--- src/core/fcd_pkg.sv ---
// fcd_pkg: constants and carriers for the parallel flash host controller
// assumes a byte-wide flash with 20 address bits behind asynchronous pins
package fcd_pkg;
   localparam int ADDR_W = 20;
   localparam int DATA_W = 8;
   localparam int CLK_MHZ = 25;
   // bus phase times in ns; setup and strobe widths are least times
   localparam int T_SETUP_NS = 40;
   localparam int T_STROBE_NS = 80;
   localparam int T_HOLD_NS = 40;
   localparam int T_SETUP_CYC = (T_SETUP_NS * CLK_MHZ + 999) / 1000;
   localparam int T_STROBE_CYC = (T_STROBE_NS * CLK_MHZ + 999) / 1000;
   localparam int T_HOLD_CYC = (T_HOLD_NS * CLK_MHZ + 999) / 1000;
   // pin register plus two sync flops delay the read data; the strobe
   // is stretched by this many cycles so the sample sees settled lines
   localparam int SYNC_LAG_CYC = 2;
   localparam int CNT_W = 4;
   // command data bytes
   localparam logic [7:0] CMD_UNLOCK1 = 8'hAA;
   localparam logic [7:0] CMD_UNLOCK2 = 8'h55;
   localparam logic [7:0] CMD_AUTOSEL = 8'h90;
   localparam logic [7:0] CMD_PROGRAM = 8'hA0;
   localparam logic [7:0] CMD_ERASE_SETUP = 8'h80;
   localparam logic [7:0] CMD_CHIP_ERASE = 8'h10;
   localparam logic [7:0] CMD_SECTOR_ERASE = 8'h30;
   localparam logic [7:0] CMD_SUSPEND = 8'hB0;
   localparam logic [7:0] CMD_RESUME = 8'h30;
   localparam logic [7:0] CMD_RESET = 8'hF0;
   // unlock addresses
   localparam logic [ADDR_W-1:0] ADDR_UNLOCK1 = 20'h00AAA;
   localparam logic [ADDR_W-1:0] ADDR_UNLOCK2 = 20'h00555;
   // identifier locations: bit one and bit zero select the code
   localparam logic [ADDR_W-1:0] ID_MANUF_LOC = 20'h00000;
   localparam logic [ADDR_W-1:0] ID_DEVICE_LOC = 20'h00001;
   localparam logic [ADDR_W-1:0] ID_PROTECT_LOC = 20'h00002;
   localparam int SECT_LSB = 13;
   localparam int SECT_W = 7;
   localparam int A6_BIT = 6;
   localparam logic [7:0] PROT_YES = 8'h01;
   localparam logic [7:0] PROT_NO = 8'h00;

   // user operations
   typedef enum logic [3:0] {
      FCD_OP_READ,
      FCD_OP_RESET,
      FCD_OP_ID_READ,
      FCD_OP_PROT_VERIFY,
      FCD_OP_PROGRAM,
      FCD_OP_CHIP_ERASE,
      FCD_OP_SECTOR_ERASE,
      FCD_OP_SUSPEND,
      FCD_OP_RESUME,
      FCD_OP_HV_ID_READ,
      FCD_OP_HV_PROTECT
   } fcd_op_t;

   typedef struct packed {
      fcd_op_t op;
      logic [ADDR_W-1:0] addr;
      logic [DATA_W-1:0] data;
      logic unprotect;
   } fcd_req_t;

   // one bus cycle handed to the cycle engine
   typedef struct packed {
      logic write;
      logic [ADDR_W-1:0] addr;
      logic [DATA_W-1:0] data;
   } fcd_cyc_t;

   // pin bundle driven toward the flash
   typedef struct packed {
      logic chip_select_n;
      logic output_gate_n;
      logic write_strobe_n;
      logic reset_n;
      logic id_hv_a9;
      logic id_hv_reset;
      logic [ADDR_W-1:0] addr;
      logic [DATA_W-1:0] data_out;
      logic data_oe;
   } fcd_pins_t;
endpackage : fcd_pkg

--- src/core/fcd_bus_cycle.sv ---
// fcd_bus_cycle: one read or write cycle on the flash pins
// assumes rd_data is already synchronised by the caller
`timescale 1ns/100ps
module fcd_bus_cycle (
   input wire logic core_clk, // system clock
   input wire logic rst, // async reset, active high
   input wire logic start, // one-cycle start pulse
   input wire fcd_pkg::fcd_cyc_t cyc, // cycle to run
   input wire logic [fcd_pkg::DATA_W-1:0] rd_data, // synced data lines
   output logic busy, // cycle running
   output logic done, // one-cycle end pulse
   output logic [fcd_pkg::DATA_W-1:0] rd_byte, // captured read data
   output logic cs_n, // chip select toward pins
   output logic oe_n, // output gate toward pins
   output logic we_n, // write strobe toward pins
   output logic [fcd_pkg::ADDR_W-1:0] addr, // address toward pins
   output logic [fcd_pkg::DATA_W-1:0] wdata, // write data
   output logic wdata_oe // write data drive enable
);
   typedef enum logic [1:0] {FCD_B_IDLE, FCD_B_SETUP, FCD_B_STROBE,
      FCD_B_HOLD} fcd_bst_t;
   fcd_bst_t st_r, st_nxt;
   logic [fcd_pkg::CNT_W-1:0] cnt_r, cnt_nxt;
   fcd_pkg::fcd_cyc_t cyc_r, cyc_nxt;
   logic [fcd_pkg::DATA_W-1:0] rb_r, rb_nxt;
   logic done_r, done_nxt;

   // phase sequencer; address is set before the strobe falls
   always_comb begin
      st_nxt = st_r;
      cnt_nxt = cnt_r;
      cyc_nxt = cyc_r;
      rb_nxt = rb_r;
      done_nxt = 1'b0;
      unique case (st_r)
         FCD_B_IDLE: if (start) begin
            cyc_nxt = cyc;
            st_nxt = FCD_B_SETUP;
            cnt_nxt = fcd_pkg::CNT_W'(fcd_pkg::T_SETUP_CYC - 1);
         end
         FCD_B_SETUP: if (cnt_r == '0) begin
            st_nxt = FCD_B_STROBE;
            cnt_nxt = fcd_pkg::CNT_W'(fcd_pkg::T_STROBE_CYC +
               fcd_pkg::SYNC_LAG_CYC - 1);
         end else cnt_nxt = cnt_r - 1'b1;
         FCD_B_STROBE: if (cnt_r == '0) begin
            // sync lag is covered by the long strobe; sample at its end
            if (!cyc_r.write) rb_nxt = rd_data;
            st_nxt = FCD_B_HOLD;
            cnt_nxt = fcd_pkg::CNT_W'(fcd_pkg::T_HOLD_CYC - 1);
         end else cnt_nxt = cnt_r - 1'b1;
         FCD_B_HOLD: if (cnt_r == '0) begin
            st_nxt = FCD_B_IDLE;
            done_nxt = 1'b1;
         end else cnt_nxt = cnt_r - 1'b1;
      endcase
   end

   always_ff @(posedge core_clk or posedge rst) begin
      if (rst) begin
         st_r <= FCD_B_IDLE;
         cnt_r <= '0;
         cyc_r <= '0;
         rb_r <= '0;
         done_r <= 1'b0;
      end else begin
         st_r <= st_nxt;
         cnt_r <= cnt_nxt;
         cyc_r <= cyc_nxt;
         rb_r <= rb_nxt;
         done_r <= done_nxt;
      end
   end

   // read: cs and oe low, we high; write: cs and we low, oe high
   assign busy = (st_r != FCD_B_IDLE);
   assign done = done_r;
   assign rd_byte = rb_r;
   assign cs_n = !busy;
   assign oe_n = !(st_r == FCD_B_STROBE && !cyc_r.write);
   assign we_n = !(st_r == FCD_B_STROBE && cyc_r.write);
   assign addr = cyc_r.addr;
   assign wdata = cyc_r.data;
   assign wdata_oe = busy && cyc_r.write;

   property p_strobe_excl;
      @(posedge core_clk) disable iff (rst) !(!oe_n && !we_n);
   endproperty
   a_strobe_excl: assert property (p_strobe_excl)
      else $error("read and write strobes both low");
endmodule : fcd_bus_cycle

--- src/core/fcd_host.sv ---
// fcd_host: host controller issuing flash command sequences over pins
// assumes the flash data lines are joined from data_out/oe by the bench
`timescale 1ns/100ps
module fcd_host #(
   parameter int RST_PULSE_CYC = 13 // flash reset low time in cycles
) (
   input wire logic core_clk, // system clock
   input wire logic rst, // async reset, active high
   input wire logic req_valid, // request offered
   input wire fcd_pkg::fcd_req_t req, // operation, address, data
   output logic req_ready, // idle, request taken when valid
   output logic resp_valid, // one-cycle done pulse
   output logic [fcd_pkg::DATA_W-1:0] resp_data, // read or id byte
   output logic erase_active, // sector erase started, may suspend
   input wire logic [fcd_pkg::DATA_W-1:0] data_in, // flash data lines
   output fcd_pkg::fcd_pins_t pins // flash pin drives
);
   typedef enum logic [2:0] {FCD_IDLE, FCD_RSTPIN, FCD_ISSUE, FCD_WAIT,
      FCD_RESP} fcd_st_t;
   logic ready_r, ready_nxt;
   fcd_st_t st_r, st_nxt;
   fcd_pkg::fcd_req_t rq_r, rq_nxt;
   logic [2:0] idx_r, idx_nxt;
   logic [$clog2(RST_PULSE_CYC+1)-1:0] rc_r, rc_nxt;
   logic erase_r, erase_nxt;
   logic rv_r, rv_nxt;
   logic [fcd_pkg::DATA_W-1:0] rd_r, rd_nxt;
   logic idmode_r, idmode_nxt;
   logic [fcd_pkg::DATA_W-1:0] sync1_r, sync2_r;
   fcd_pkg::fcd_pins_t pins_r, pins_nxt;
   logic cy_start, cy_busy, cy_done;
   fcd_pkg::fcd_cyc_t cy;
   logic [fcd_pkg::DATA_W-1:0] cy_rbyte;
   logic b_cs, b_oe, b_we, b_doe;
   logic [fcd_pkg::ADDR_W-1:0] b_addr;
   logic [fcd_pkg::DATA_W-1:0] b_wd;
   logic [2:0] ncyc;

   // data lines come from another domain: two flops before use
   always_ff @(posedge core_clk or posedge rst) begin
      if (rst) begin
         sync1_r <= '0;
         sync2_r <= '0;
      end else begin
         sync1_r <= data_in;
         sync2_r <= sync1_r;
      end
   end

   fcd_bus_cycle u_cyc (
      .core_clk(core_clk),
      .rst(rst),
      .start(cy_start),
      .cyc(cy),
      .rd_data(sync2_r),
      .busy(cy_busy),
      .done(cy_done),
      .rd_byte(cy_rbyte),
      .cs_n(b_cs),
      .oe_n(b_oe),
      .we_n(b_we),
      .addr(b_addr),
      .wdata(b_wd),
      .wdata_oe(b_doe)
   );

   // length of each sequence in bus cycles
   always_comb begin
      unique case (rq_r.op)
         fcd_pkg::FCD_OP_ID_READ, fcd_pkg::FCD_OP_PROT_VERIFY: ncyc =
            idmode_r ? 3'd1 : 3'd4;
         fcd_pkg::FCD_OP_PROGRAM: ncyc = 3'd4;
         fcd_pkg::FCD_OP_CHIP_ERASE,
         fcd_pkg::FCD_OP_SECTOR_ERASE: ncyc = 3'd6;
         default: ncyc = 3'd1;
      endcase
   end

   // cycle k of the current sequence
   always_comb begin
      cy.write = 1'b1;
      cy.addr = fcd_pkg::ADDR_UNLOCK1;
      cy.data = fcd_pkg::CMD_UNLOCK1;
      if (ncyc != 3'd1 && (idx_r == 3'd1 || idx_r == 3'd4)) begin
         cy.addr = fcd_pkg::ADDR_UNLOCK2;
         cy.data = fcd_pkg::CMD_UNLOCK2;
      end
      if (idx_r == ncyc - 3'd1) begin
         cy.addr = rq_r.addr;
         cy.data = rq_r.data;
         unique case (rq_r.op)
            fcd_pkg::FCD_OP_READ, fcd_pkg::FCD_OP_HV_ID_READ:
               cy.write = 1'b0;
            fcd_pkg::FCD_OP_ID_READ: begin
               cy.write = 1'b0;
               cy.addr = rq_r.addr[0] ? fcd_pkg::ID_DEVICE_LOC
                  : fcd_pkg::ID_MANUF_LOC;
            end
            fcd_pkg::FCD_OP_PROT_VERIFY: begin
               cy.write = 1'b0;
               cy.addr = fcd_pkg::ID_PROTECT_LOC;
               cy.addr[fcd_pkg::SECT_LSB +: fcd_pkg::SECT_W] =
                  rq_r.addr[fcd_pkg::SECT_LSB +: fcd_pkg::SECT_W];
            end
            fcd_pkg::FCD_OP_HV_PROTECT: begin
               cy.addr = fcd_pkg::ID_PROTECT_LOC;
               cy.addr[fcd_pkg::SECT_LSB +: fcd_pkg::SECT_W] =
                  rq_r.addr[fcd_pkg::SECT_LSB +: fcd_pkg::SECT_W];
               cy.addr[fcd_pkg::A6_BIT] = rq_r.unprotect;
            end
            fcd_pkg::FCD_OP_RESET: cy.data = fcd_pkg::CMD_RESET;
            fcd_pkg::FCD_OP_CHIP_ERASE:
               cy.data = fcd_pkg::CMD_CHIP_ERASE;
            fcd_pkg::FCD_OP_SECTOR_ERASE:
               cy.data = fcd_pkg::CMD_SECTOR_ERASE;
            fcd_pkg::FCD_OP_SUSPEND: cy.data = fcd_pkg::CMD_SUSPEND;
            fcd_pkg::FCD_OP_RESUME: cy.data = fcd_pkg::CMD_RESUME;
            default: ;
         endcase
      end else if (idx_r == 3'd2) begin
         unique case (rq_r.op)
            fcd_pkg::FCD_OP_PROGRAM: cy.data = fcd_pkg::CMD_PROGRAM;
            fcd_pkg::FCD_OP_CHIP_ERASE, fcd_pkg::FCD_OP_SECTOR_ERASE:
               cy.data = fcd_pkg::CMD_ERASE_SETUP;
            default: cy.data = fcd_pkg::CMD_AUTOSEL;
         endcase
      end
   end

   // sequence controller
   always_comb begin
      st_nxt = st_r;
      rq_nxt = rq_r;
      idx_nxt = idx_r;
      rc_nxt = rc_r;
      erase_nxt = erase_r;
      rv_nxt = 1'b0;
      rd_nxt = rd_r;
      idmode_nxt = idmode_r;
      cy_start = 1'b0;
      unique case (st_r)
         FCD_IDLE: if (req_valid) begin
            rq_nxt = req;
            idx_nxt = '0;
            // suspend/resume outside an erase would be refused
            if ((req.op == fcd_pkg::FCD_OP_SUSPEND ||
                 req.op == fcd_pkg::FCD_OP_RESUME) && !erase_r)
               st_nxt = FCD_RESP;
            else if (req.op == fcd_pkg::FCD_OP_RESET && req.unprotect) begin
               st_nxt = FCD_RSTPIN; // pin reset variant
               rc_nxt = '0;
            end else st_nxt = FCD_ISSUE;
         end
         FCD_RSTPIN: if (rc_r == ($bits(rc_r))'(RST_PULSE_CYC - 1)) begin
            st_nxt = FCD_RESP;
            erase_nxt = 1'b0;
            idmode_nxt = 1'b0;
         end else rc_nxt = rc_r + 1'b1;
         FCD_ISSUE: begin
            cy_start = 1'b1;
            st_nxt = FCD_WAIT;
         end
         FCD_WAIT: if (cy_done) begin
            if (idx_r == ncyc - 3'd1) begin
               rd_nxt = cy_rbyte;
               st_nxt = FCD_RESP;
               unique case (rq_r.op)
                  fcd_pkg::FCD_OP_ID_READ, fcd_pkg::FCD_OP_PROT_VERIFY:
                     idmode_nxt = 1'b1;
                  fcd_pkg::FCD_OP_RESET: begin
                     idmode_nxt = 1'b0;
                     erase_nxt = 1'b0;
                  end
                  fcd_pkg::FCD_OP_SECTOR_ERASE: erase_nxt = 1'b1;
                  fcd_pkg::FCD_OP_READ, fcd_pkg::FCD_OP_SUSPEND,
                  fcd_pkg::FCD_OP_RESUME, fcd_pkg::FCD_OP_HV_ID_READ: ;
                  default: idmode_nxt = 1'b0;
               endcase
            end else begin
               idx_nxt = idx_r + 3'd1;
               st_nxt = FCD_ISSUE;
            end
         end
         FCD_RESP: begin
            rv_nxt = 1'b1;
            st_nxt = FCD_IDLE;
         end
         default: st_nxt = FCD_IDLE;
      endcase
      // registered so the ready output comes straight from a flop
      ready_nxt = (st_nxt == FCD_IDLE);
   end

   // registered pin drives; high-voltage strobes only for their ops
   always_comb begin
      pins_nxt.chip_select_n = b_cs;
      pins_nxt.output_gate_n = b_oe;
      pins_nxt.write_strobe_n = b_we;
      pins_nxt.reset_n = (st_r != FCD_RSTPIN);
      pins_nxt.id_hv_a9 = cy_busy &&
         rq_r.op == fcd_pkg::FCD_OP_HV_ID_READ;
      pins_nxt.id_hv_reset = cy_busy &&
         rq_r.op == fcd_pkg::FCD_OP_HV_PROTECT;
      pins_nxt.addr = b_addr;
      pins_nxt.data_out = b_wd;
      pins_nxt.data_oe = b_doe;
   end

   always_ff @(posedge core_clk or posedge rst) begin
      if (rst) begin
         st_r <= FCD_IDLE;
         rq_r <= '0;
         idx_r <= '0;
         rc_r <= '0;
         erase_r <= 1'b0;
         rv_r <= 1'b0;
         rd_r <= '0;
         idmode_r <= 1'b0;
         ready_r <= 1'b1;
         pins_r <= '{chip_select_n: 1'b1, output_gate_n: 1'b1,
            write_strobe_n: 1'b1, reset_n: 1'b1, default: '0};
      end else begin
         st_r <= st_nxt;
         rq_r <= rq_nxt;
         idx_r <= idx_nxt;
         rc_r <= rc_nxt;
         erase_r <= erase_nxt;
         rv_r <= rv_nxt;
         rd_r <= rd_nxt;
         idmode_r <= idmode_nxt;
         ready_r <= ready_nxt;
         pins_r <= pins_nxt;
      end
   end

   assign req_ready = ready_r;
   assign resp_valid = rv_r;
   assign resp_data = rd_r;
   assign erase_active = erase_r;
   assign pins = pins_r;

   property p_a9_read;
      @(posedge core_clk) disable iff (rst)
         pins.id_hv_a9 |-> pins.addr[fcd_pkg::A6_BIT] == 1'b0;
   endproperty
   a_a9_read: assert property (p_a9_read)
      else $error("a6 high during high-voltage id read");
   property p_wr_pins;
      @(posedge core_clk) disable iff (rst)
         !pins.write_strobe_n |-> !pins.chip_select_n &&
            pins.output_gate_n && pins.data_oe;
   endproperty
   a_wr_pins: assert property (p_wr_pins)
      else $error("write strobe without select or with gate");
   property p_rd_pins;
      @(posedge core_clk) disable iff (rst)
         !pins.output_gate_n |-> !pins.chip_select_n &&
            pins.write_strobe_n && !pins.data_oe;
   endproperty
   a_rd_pins: assert property (p_rd_pins)
      else $error("read gate without select or with strobe");
   property p_rst_len;
      @(posedge core_clk) disable iff (rst)
         $fell(pins.reset_n) |-> !pins.reset_n [*8];
   endproperty
   a_rst_len: assert property (p_rst_len)
      else $error("flash reset pulse too short");
   property p_susp_gate;
      @(posedge core_clk) disable iff (rst)
         (st_r == FCD_ISSUE && (rq_r.op == fcd_pkg::FCD_OP_SUSPEND ||
          rq_r.op == fcd_pkg::FCD_OP_RESUME)) |-> erase_r;
   endproperty
   a_susp_gate: assert property (p_susp_gate)
      else $error("suspend or resume issued outside erase");
   property p_resp_after;
      @(posedge core_clk) disable iff (rst)
         (st_r == FCD_WAIT && cy_done && idx_r == ncyc - 3'd1)
            |-> ##2 resp_valid;
   endproperty
   a_resp_after: assert property (p_resp_after)
      else $error("no response after final cycle");
endmodule : fcd_host

--- config.mk ---
export PLATFORM = sky130hd
export DESIGN_NAME = fcd_host
export DESIGN_NICKNAME = d
export VERILOG_FILES = /design/src/core/fcd_pkg.sv /design/src/core/fcd_bus_cycle.sv /design/src/core/fcd_host.sv
export SDC_FILE = /design/constraint.sdc
export NUM_CORES = 1
export LEC_CHECK = 0
export BUFFER_PORTS_ARGS = -buffer_cell sky130_fd_sc_hd__buf_2
export CAP_MARGIN = 20
export CORE_MARGIN = 8
export CORE_UTILIZATION = 59
export CTS_BUF_LIST = sky130_fd_sc_hd__clkbuf_8
export DETAILED_ROUTE_END_ITERATION = 10
export PLACE_DENSITY = 0.89
export SKIP_LAST_GASP = 1
export SLEW_MARGIN = 5
export SYNTH_ARGS = -nofsm -noshare
export SYNTH_HDL_FRONTEND = slang
export SYNTH_SLANG_ARGS = --single-unit
--- constraint.sdc ---
create_clock -name core_clk -period 6.7 [get_ports core_clk]
set_input_delay 1.005 -clock core_clk [delete_from_list [all_inputs] [get_ports core_clk]]
set_output_delay 1.005 -clock core_clk [all_outputs]
set_load 0.02 [all_outputs]
# After elaboration in Yosys (flattened, before gate mapping)
# Index checks and enable logic that the tools add are counted.
dict set report totals {
  register_bits 150
  inputBits 44
  output_inout_bits 46
  wordCells 166
}
dict set report classes {
  n_addsub 4
  eq_ne 42
  muxes 50
  n_bitwise 1
  n_reduce_logical 39
}
# op n
set op_table {}
lappend op_table {{20-bit case mux with 3 select lines} 1}
lappend op_table {{4-bit 2-to-1 mux} 8}
lappend op_table {{8-bit case mux with 4 select lines} 1}
lappend op_table {{3-bit 2-to-1 mux} 9}
lappend op_table {{21-bit 2-to-1 mux} 1}
lappend op_table {{4-bit by 3-bit equality test with 1-bit output, second input constant} 5}
lappend op_table {{4-bit equality test, second input constant} 5}
lappend op_table {{20-bit 2-to-1 mux} 1}
lappend op_table {{2-bit inequality test, second input constant} 10}
lappend op_table {{8-bit 2-to-1 mux} 2}
lappend op_table {{4-bit case mux with 4 select lines} 1}
lappend op_table {{5-bit AND reduction} 3}
lappend op_table {{3-bit case mux with 4 select lines} 1}
lappend op_table {{6-bit case mux with 2 select lines} 1}
lappend op_table {{1-bit 2-to-1 mux} 11}
lappend op_table {{2-bit 2-to-1 mux} 5}
lappend op_table {{3-bit by 2-bit equality test with 1-bit output, second input constant} 3}
lappend op_table {{3-bit case mux with 3 select lines} 1}
lappend op_table {{4-bit by 1-bit equality test with 1-bit output, second input constant} 2}
lappend op_table {{4-bit by 2-bit equality test with 1-bit output, second input constant} 2}
lappend op_table {{1-bit logical AND} 8}
lappend op_table {{4-bit logical NOT} 2}
lappend op_table {{2-bit by 1-bit inequality test with 1-bit output, second input constant} 4}
lappend op_table {{1-bit case mux with 2 select lines} 4}
lappend op_table {{26 further kinds} 45}

# Depth between registers and ports, before layout
# Gate-level depths: netlist (run 1).
dict set report depth {
  depth_word 9
  depth_mapped 11
  mapped_depth_nobuf 9
}

# Modules after synthesis
# A second synthesis (run 1) with hierarchy kept.
dict set report hier_totals {
  cells_unflattened 555
  area_unflattened_um2 6488.7
}
# module n_inst cells_per_inst area_per_inst_um2 seq_area_each_um2
set modules_own_cells {}
lappend modules_own_cells {fcd_host 1 395 4376.7 2658.8}
lappend modules_own_cells {fcd_bus_cycle 1 160 2112.0 1101.1}

# Worst setup path after synthesis (run 1)
# OpenSTA, ideal clock, no wires.
dict set report synth_path {
  kind {register to register}
  from {register rq_r[29] (netlist name)}
  to {register rd_r, in the netlist resp_data[0]}
  setup_time_ns 0.125
  arrival_time_ns 2.500
  t_required_ns 6.575
  setup_slack_ns 4.075
  path_stages_with_launch 12
  path_buffers 3
  synth_period_minus_slack_ns 2.625
  cell_sequence {dfrtp_1 -> buf_2 -> buf_1 -> xor2_1 -> nand2_1 -> ha_1 -> xor2_2 -> a2111oi_4 -> o21a_4 -> nand2_2 -> buf_6 -> mux2_4}
}
dict set report synth_via {
  elab_chain_cells 6
  word_cells_on_any_way 11
  cone_classes {1 x add/sub; 6 x eq/ne; 1 x mux; 3 x reduce/logical}
}
# element line
set synth_lines {}
lappend synth_lines {{start: declaration} fcd_host.sv:22} ;# fcd_pkg::fcd_req_t rq_r, rq_nxt;
lappend synth_lines {{start signal: assignment} fcd_host.sv:224} ;# rq_r <= rq_nxt;
lappend synth_lines {{4-bit by 3-bit equality test with 1-bit output / 4-bit by 2-bit equality test with 1-bit output (equally long branches)} fcd_host.sv:69} ;# unique case (rq_r.op)
lappend synth_lines {{2-bit OR reduction} fcd_host.sv:69}
lappend synth_lines {{3-bit case mux with 3 select lines (*)} fcd_host.sv:69}
lappend synth_lines {{3-bit by 1-bit subtractor with 3-bit output (*)} fcd_host.sv:164} ;# if (idx_r == ncyc - 3'd1) begin
lappend synth_lines {{3-bit equality test (*)} fcd_host.sv:164}
lappend synth_lines {{3-bit AND reduction (no source line) (*)} n/a}
lappend synth_lines {{end signal: assignment} fcd_host.sv:229} ;# rd_r <= rd_nxt;
lappend synth_lines {{end: declaration} fcd_host.sv:27} ;# logic [fcd_pkg::DATA_W-1:0] rd_r, rd_nxt;
# Every way passes the cells marked *; elsewhere a longest branch is shown, timed or not.
# A chain may end at the register's enable or synchronous reset.

# Worst setup path in the final report (run 1)
dict set report layout_path {
  from {register rq_r[29] (netlist name)}
  to {register u_cyc.cyc_r, in the netlist u_cyc.addr[6]}
}
dict set report layout_via {
  elab_chain_cells 7
  word_cells_on_any_way 16
  cone_classes {1 x add/sub; 8 x eq/ne; 4 x mux; 3 x reduce/logical}
}
# element line
set layout_lines {}
lappend layout_lines {{branches (longest 6 deep; another with 3-bit by 1-bit subtractor with 3-bit output)} n/a}
lappend layout_lines {{21-bit 2-to-1 mux (*)} fcd_host.sv:88} ;# if (idx_r == ncyc - 3'd1) begin
lappend layout_lines {{end signal: assignment} fcd_bus_cycle.sv:69} ;# cyc_r <= cyc_nxt;
lappend layout_lines {{end: declaration} fcd_bus_cycle.sv:24} ;# fcd_pkg::fcd_cyc_t cyc_r, cyc_nxt;
# Every way passes the cells marked *.

==> results.py, run 1 <==
metrics = {
    "global_route": {
        "use_met1_pct": 23.2,
        "grt_pass1_vias": 4593,
        "groute.usage.overall_pct": 19.6,
        "overflow": 0,
        "grt_pass1_wl_um": 22300,
        "antenna_found_initial": 0,
        "grt-busiest-layer": "met2",
        "use_met2_pct": 33.1,
        "globalRouteMet3Util_pct": 5.66,
        "grt_max_degree": 92,
    },
    "logic_synthesis": {
        "synthCells": 545,
        "ys_seq_elements": 150,
        "ys_warn_count": 0,
        "avgSynthCellArea_sq_um": 11.4,
        "synth_top_family_by_area": "simple AND/OR/NAND/NOR gates",
        "yosysMostFrequentCell": "dfrtp_1",
        "synthMuxAreaShare_pct": 4.32,
        "async_flop_share_pct": 100,
        "ys.flop_type": "dfrtp_1",
        "synth_compound_area_share_pct": 10.7,
        "synth_edf_count": 0,
        "synth_cell_type_count": 68,
        "yosys-top-cells-count": "dfrtp_1 (145), nand2_1 (138), nor2_1 (20)",
        "synth-xor-area-share_pct": 1.11,
        "synth.area.top_cells": "dfrtp_1 (59%), nand2_1 (8.4%), ha_1 (2.8%)",
        "synth_area_leader_cell": "dfrtp_1",
        "yosys.area_share.simple_pct": 17.6,
        "netlist.area_leader.share_pct": 58.6,
        "synthAdderAreaFrac_pct": 2.83,
        "synth-seq-area-share_pct": 60.7,
        "synth_area_sq_um": 6190,
        "synthesis.nets": 603,
    },
    "sta": {
        "maxSlewViolCount": 0,
        "finalCritPeriodShare_pct": 50.0,
        "worst_slew_pin_slew_ps": 781,
        "period_needed_ps": 3350,
        "relSlewSlack_pct": 47.9,
        "finalSetupViolations": 0,
        "holdWs_ps": 355,
        "finalHoldViolCount": 0,
        "clock.fmax_ghz": 0.299,
        "finClkSkew_ps": 17.1,
        "fin_setup_tns_ps": 0,
        "rsz0062_at_grt": "false",
    },
    "clock_tree": {
        "hold_buffers": 0,
        "cts_setup_buffers": 0,
        "cts.htree.levels": 4,
        "clk_latency_ps": 450,
        "clkSlewWorstSetupHoldPaths_ps": 90,
        "cts_tree": "built",
        "cts_sinks": 150,
        "cts_buffer_depth": 2,
        "cts_buffers": 17,
        "ctsResizeCount": 0,
        "cts-root-buf": "clkbuf_8",
    },
    "setup_path": {
        "slowest_stage": "dfrtp_1",
        "max_stage_delay_ps": 700,
        "r2r_end": "u_cyc.addr[6]",
        "crit_path_start": "rq_r[29]",
        "critPathRequiredTime_ps": 7030,
        "crit_fanout": 18,
        "cp_num_buf_inv": 1,
        "reg2reg_slack_ps": 3350,
        "critPathCapture": "u_cyc.addr[6]",
        "worstSetupPathDepth": 9,
        "cp_data_arrival_time_ps": 3680,
        "cp_cell_sequence": "nand2_1 > a21oi_1 > inv_1 > ha_1 > xor2_2 > o2111a_2 > o21ai_2 > nand3_1 > o221a_2",
        "cp-end-kind": "register",
        "crit_type": "reg2reg",
        "r2r-start": "rq_r[29]",
        "start_kind": "register",
        "critPathTopFamily": "compound AO/OA/AOI/OAI gates",
        "reg2reg_depth": 9,
    },
    "routing": {
        "antenna_left": 0,
        "drc": 0,
        "drt_iter0_markers": 321,
        "drt_first_pass_iters": 5,
        "vias": 4298,
        "viasPerCell": 5.50,
        "wl_um": 13100,
        "post_drt_wl_per_cell_um": 16.8,
    },
    "floorplanning": {
        "core_area_sq_um": 10300,
        "io_pins": 90,
        "fp.dieW_um": 118,
        "start_util_pct": 60.2,
        "die_area_sq_um": 14000,
        "die_h_um": 118,
        "rows": 37,
    },
    "placement": {
        "dpl.cell_count": 747,
        "hpwl_um": 8980,
        "numPortBuffers": 89,
        "dpl_cell_area_sq_um": 6720,
        "place.gp.congestion": 0.855,
    },
    "layout": {
        "antenna_cells": 0,
        "final_layout_size_suffix_gt1_share_pct": 27.1,
        "fin_nets": 690,
        "syn2layout_area_growth_pct": 16.5,
        "final_area_sq_um": 7210,
        "layout.cells.non_filler": 781,
        "fillers": 710,
    },
    "hold_path": {
        "hp-start": "sync1_r[4]",
        "hp-class": "reg2reg",
        "hold_depth": 0,
    },
    "run": {
        "maxCapViolations": 0,
    },
    "power_and_ir_drop": {
        "leakage_uw": 0.00358,
        "ir_drop_mv": 0.325,
        "seqPwrFrac_pct": 42.8,
        "power.density_nw_per_um2": 495,
        "p_int_uw": 2170,
        "p_sw_uw": 1400,
        "clockPowerShare_pct": 20.9,
        "p_sw_share_pct": 39.2,
        "combPwrFrac_pct": 36.3,
    },
    "outcome": {
        "status": "completed",
    },
}
## metal layers
metal,up-vias,routed length (um)
met5,-,0
met4,0,229
met2,131,6620
li1,2034,-
met3,22,775
met1,2111,5510
## logic make-up after synthesis
family	Yosys count
flops	150
mux	22
buf+inv	39
simple gates	230
xor+xnor	7
fa+ha+maj	14
compound gates	83
## stage by stage
stage | setup WS [ps] | total power [uW] | utilization [%]
5_1_grt | 3050 | 3810 | 70.2
3_3_place_gp | 3570 | 2730 | 65.4
2_1_floorplan | 1670 | 2470 | -
6_report | 3350 | 3570 | 70.2
4_1_cts | 3360 | 3570 | 69.7
3_5_place_dp | 3400 | 2820 | 65.4
## worst register-to-register path: cells and delay by family, from the launching register on
family	cells	cell delay, ps
flops	1	700
compound gates	4	1430
buf+inv	1	90
xor+xnor	1	180
fa+ha+maj	1	240
simple gates	2	600
## worst min-delay path by stage
stage                 end  slack, ps
3_3_place_gp   sync2_r[0]        330
6_report       sync2_r[4]        350
3_5_place_dp   sync2_r[3]        340
2_1_floorplan  sync2_r[0]        330
4_1_cts        sync2_r[6]        350
5_1_grt        sync2_r[3]        360
## state kept, by name, summed over array words and instances, names as in the netlist, 8 cells and up
register,count
pins,35
resp_data,8
rq_r,33
sync1_r,8
sync2_r,8
u_cyc.addr,20
u_cyc.rd_byte,8
u_cyc.wdata,8
## power by group through the flow
stage | combinational (uW) | sequential (uW) | clock, uW
floorplan | 911 | 1560 | 0
global placement | 1210 | 1520 | 0
detailed placement | 1280 | 1540 | 0
CTS | 1290 | 1530 | 755
global route | 1440 | 1580 | 797
finish | 1300 | 1530 | 748
## layout by cell type (no fill, tap or decap), types with 3 or more instances in the layout
| cell | Yosys | layout |
|---|---|---|
| a211oi_1 | 3 | 3 |
| a21o_1 | 3 | 3 |
| a21oi_1 | 12 | 12 |
| a221o_1 | 3 | 3 |
| a22o_1 | 9 | 9 |
| a31oi_1 | 3 | 3 |
| and3_1 | 4 | 4 |
| buf_2 | 9 | 89 |
| buf_4 | 0 | 3 |
| bufinv_16 | 0 | 3 |
| clkbuf_8 | 0 | 18 |
| clkinv_4 | 0 | 5 |
| dfrtp_1 | 145 | 145 |
| dfstp_2 | 5 | 5 |
| ha_1 | 14 | 14 |
| inv_1 | 13 | 12 |
| inv_6 | 0 | 4 |
| mux2_2 | 10 | 10 |
| mux2_4 | 7 | 7 |
| mux2i_1 | 5 | 5 |
| nand2_1 | 138 | 138 |
| nand2b_1 | 13 | 13 |
| nand3_1 | 10 | 10 |
| nor2_1 | 20 | 20 |
| nor2b_1 | 5 | 5 |
| nor3_1 | 12 | 12 |
| nor3b_1 | 5 | 4 |
| o211ai_1 | 5 | 5 |
| o211ai_2 | 4 | 4 |
| o21ai_0 | 14 | 14 |
| o31ai_1 | 3 | 3 |
| xnor2_1 | 3 | 3 |
| xor2_1 | 3 | 3 |
## layout make-up
class	count	area (sq um)	share of cell area (%)
clock buffers	18	248	3.43
flip-flops and latches	150	3760	52.1
well taps	136	170	2.36
inverters	13	53.8	0.746
clock inverters	14	190	2.64
repair buffers	94	523	7.25
multi-input cells	356	2270	31.5
Note: power is estimated with default switching activity, not from simulation.
==> run 2: changes to the inputs <==
--- a/config.mk
+++ b/config.mk
@@ -8,10 +8,10 @@
 export BUFFER_PORTS_ARGS = -buffer_cell sky130_fd_sc_hd__buf_2
 export CAP_MARGIN = 20
 export CORE_MARGIN = 8
-export CORE_UTILIZATION = 59
+export CORE_UTILIZATION = 53
 export CTS_BUF_LIST = sky130_fd_sc_hd__clkbuf_8
 export DETAILED_ROUTE_END_ITERATION = 10
-export PLACE_DENSITY = 0.89
+export PLACE_DENSITY = 0.85
 export SKIP_LAST_GASP = 1
 export SLEW_MARGIN = 5
 export SYNTH_ARGS = -nofsm -noshare
==> constraint.sdc (replaced) <==
create_clock -name core_clk -period 2.9 [get_ports core_clk]
set_input_delay 0.435 -clock core_clk [delete_from_list [all_inputs] [get_ports core_clk]]
set_output_delay 0.435 -clock core_clk [all_outputs]
set_load 0.02 [all_outputs]
==> results.py, run 2 (synthesis gave the netlist of run 1 again) <==
metrics = {
    "outcome": {
        "status": "completed",
    },
    "routing": {
        "post_drt_wl_per_cell_um": 16.6,
        "vias": 4341,
        "wl_um": 13200,
        "antenna_left": 0,
        "drc": 0,
        "drt_first_pass_iters": 4,
        "viasPerCell": 5.45,
        "drt_iter0_markers": 408,
    },
    "run": {
        "maxCapViolations": 0,
    },
    "layout": {
        "final_layout_size_suffix_gt1_share_pct": 28.4,
        "syn2layout_area_growth_pct": 18.5,
        "antenna_cells": 0,
        "layout_commonest_cell": "dfrtp_1",
        "fin_nets": 699,
        "largest_reg_flops": 35,
        "final_cell_mix": "dfrtp_1 (143), nand2_1 (138), buf_2 (89)",
        "final_area_sq_um": 7330,
    },
    "setup_path": {
        "cp_num_buf_inv": 1,
        "max_stage_delay_ps": 480,
        "cp-end-kind": "register",
        "crit_type": "reg2reg",
        "cp_cell_sequence": "nor2b_4 > a21oi_1 > inv_1 > ha_1 > xor2_2 > a2111oi_4 > o21a_4 > nand2b_1 > o211ai_1",
        "critPathRequiredTime_ps": 3250,
        "cp_data_arrival_time_ps": 3090,
        "start_kind": "register",
        "slowest_stage": "dfrtp_1",
        "crit_fanout": 13,
        "critPathTopFamily": "compound AO/OA/AOI/OAI gates",
    },
    "clock_tree": {
        "cts_buffers": 17,
        "clkSlewWorstSetupHoldPaths_ps": 80,
        "cts_buffer_depth": 2,
        "hold_buffers": 0,
        "cts_tree": "built",
        "cts_sinks": 150,
        "cts.htree.levels": 4,
        "cts-root-buf": "clkbuf_8",
        "clk_latency_ps": 440,
    },
    "sta": {
        "finalCritPeriodShare_pct": 94.5,
        "holdWs_ps": 46.0,
        "period_needed_ps": 2740,
        "clock.fmax_ghz": 0.365,
        "finalSetupViolations": 0,
        "maxSlewViolCount": 0,
        "finClkSkew_ps": 13.6,
        "fin_setup_tns_ps": 0,
        "rsz0062_at_grt": "false",
        "finalHoldViolCount": 0,
        "worst_slew_pin_slew_ps": 735,
        "relSlewSlack_pct": 50.9,
    },
    "global_route": {
        "grt_pass1_vias": 4484,
        "antenna_found_initial": 1,
        "grt_max_degree": 66,
        "overflow": 0,
        "grt_pass1_wl_um": 21800,
        "groute.usage.overall_pct": 18.1,
    },
    "floorplanning": {
        "fp.dieW_um": 124,
        "core_area_sq_um": 11400,
        "io_pins": 90,
        "die_area_sq_um": 15400,
        "start_util_pct": 54.2,
        "rows": 39,
        "die_h_um": 124,
    },
    "power_and_ir_drop": {
        "leakage_uw": 0.00364,
        "ir_drop_mv": 0.777,
        "power.density_nw_per_um2": 1160,
    },
    "placement": {
        "hpwl_um": 9470,
        "dpl_cell_area_sq_um": 6840,
        "place.gp.congestion": 0.902,
        "numPortBuffers": 89,
    },
    "hold_path": {
        "hp-class": "in2async",
    },
}
## run 2: changes by cell type in the layout (fill, tap and decap cells not counted), moves of 2 or more
| cell | change |
|---|---|
| buf_12 | +2 |
| buf_16 | -2 |
| buf_4 | +9 |
| bufinv_16 | +2 |
| clkinvlp_4 | +2 |
| dfrtp_1 | -2 |
| dfrtp_2 | +2 |
| inv_6 | -3 |
## run 2: stage by stage
step           utilization, %  cells  power [uW]  setup slack [ps]
2_1_floorplan               -    545        5720               275
3_3_place_gp             59.9    765        6400               161
3_5_place_dp             59.9    765        6590              83.5
4_1_cts                  63.9    797        8450              56.5
5_1_grt                  64.2    797        9060              7.77
6_report                 64.2    797        8510               159
## run 2: area by class of cell
type	instances	area [sq um]
sequential	150	3760
inverter	13	52.6
tap	143	179
fill	872	4090
clock buffer	17	234
clock inverter	15	229
multi-input combinational	356	2300
timing repair buffer	103	576
## run 2: path summary, 6_finish.rpt
| kind | startpoint | cells past startpoint | slack [ps] | end |
|---|---|---|---|---|
| min | rst | 2 | 50 | u_cyc.rd_byte[3] |
| max in group asynchronous | rst | 3 | 2090 | pins[31] |
| max reg2reg | rq_r[31] | 9 | 160 | u_cyc.addr[3] |
| min reg2reg | sync1_r[7] | 0 | 360 | sync2_r[7] |
| max | rq_r[31] | 9 | 160 | u_cyc.addr[3] |
| min in group core_clk | data_in[3] | 1 | 90 | sync1_r[3] |
## run 2: per-layer routing
metal,track usage (%),wire length (um)
met4,6.91,266
met5,0,19
met2,30.0,6570
met1,21.6,5310
met3,6.07,1070
## run 2: timing repair
item                       in CTS  in global routing
setup endpoints to repair       0                 33
resized for setup               0                  6
buffers inserted                0                  0
## run 2: where the power goes
part / switching, uW / internal [uW] / leakage, uW
sequential: 574 / 2920 / 0.00187
combinational: 1880 / 1310 / 0.00154
clock: 791 / 1030 / 0.000229
total: 3240 / 5260 / 0.00364
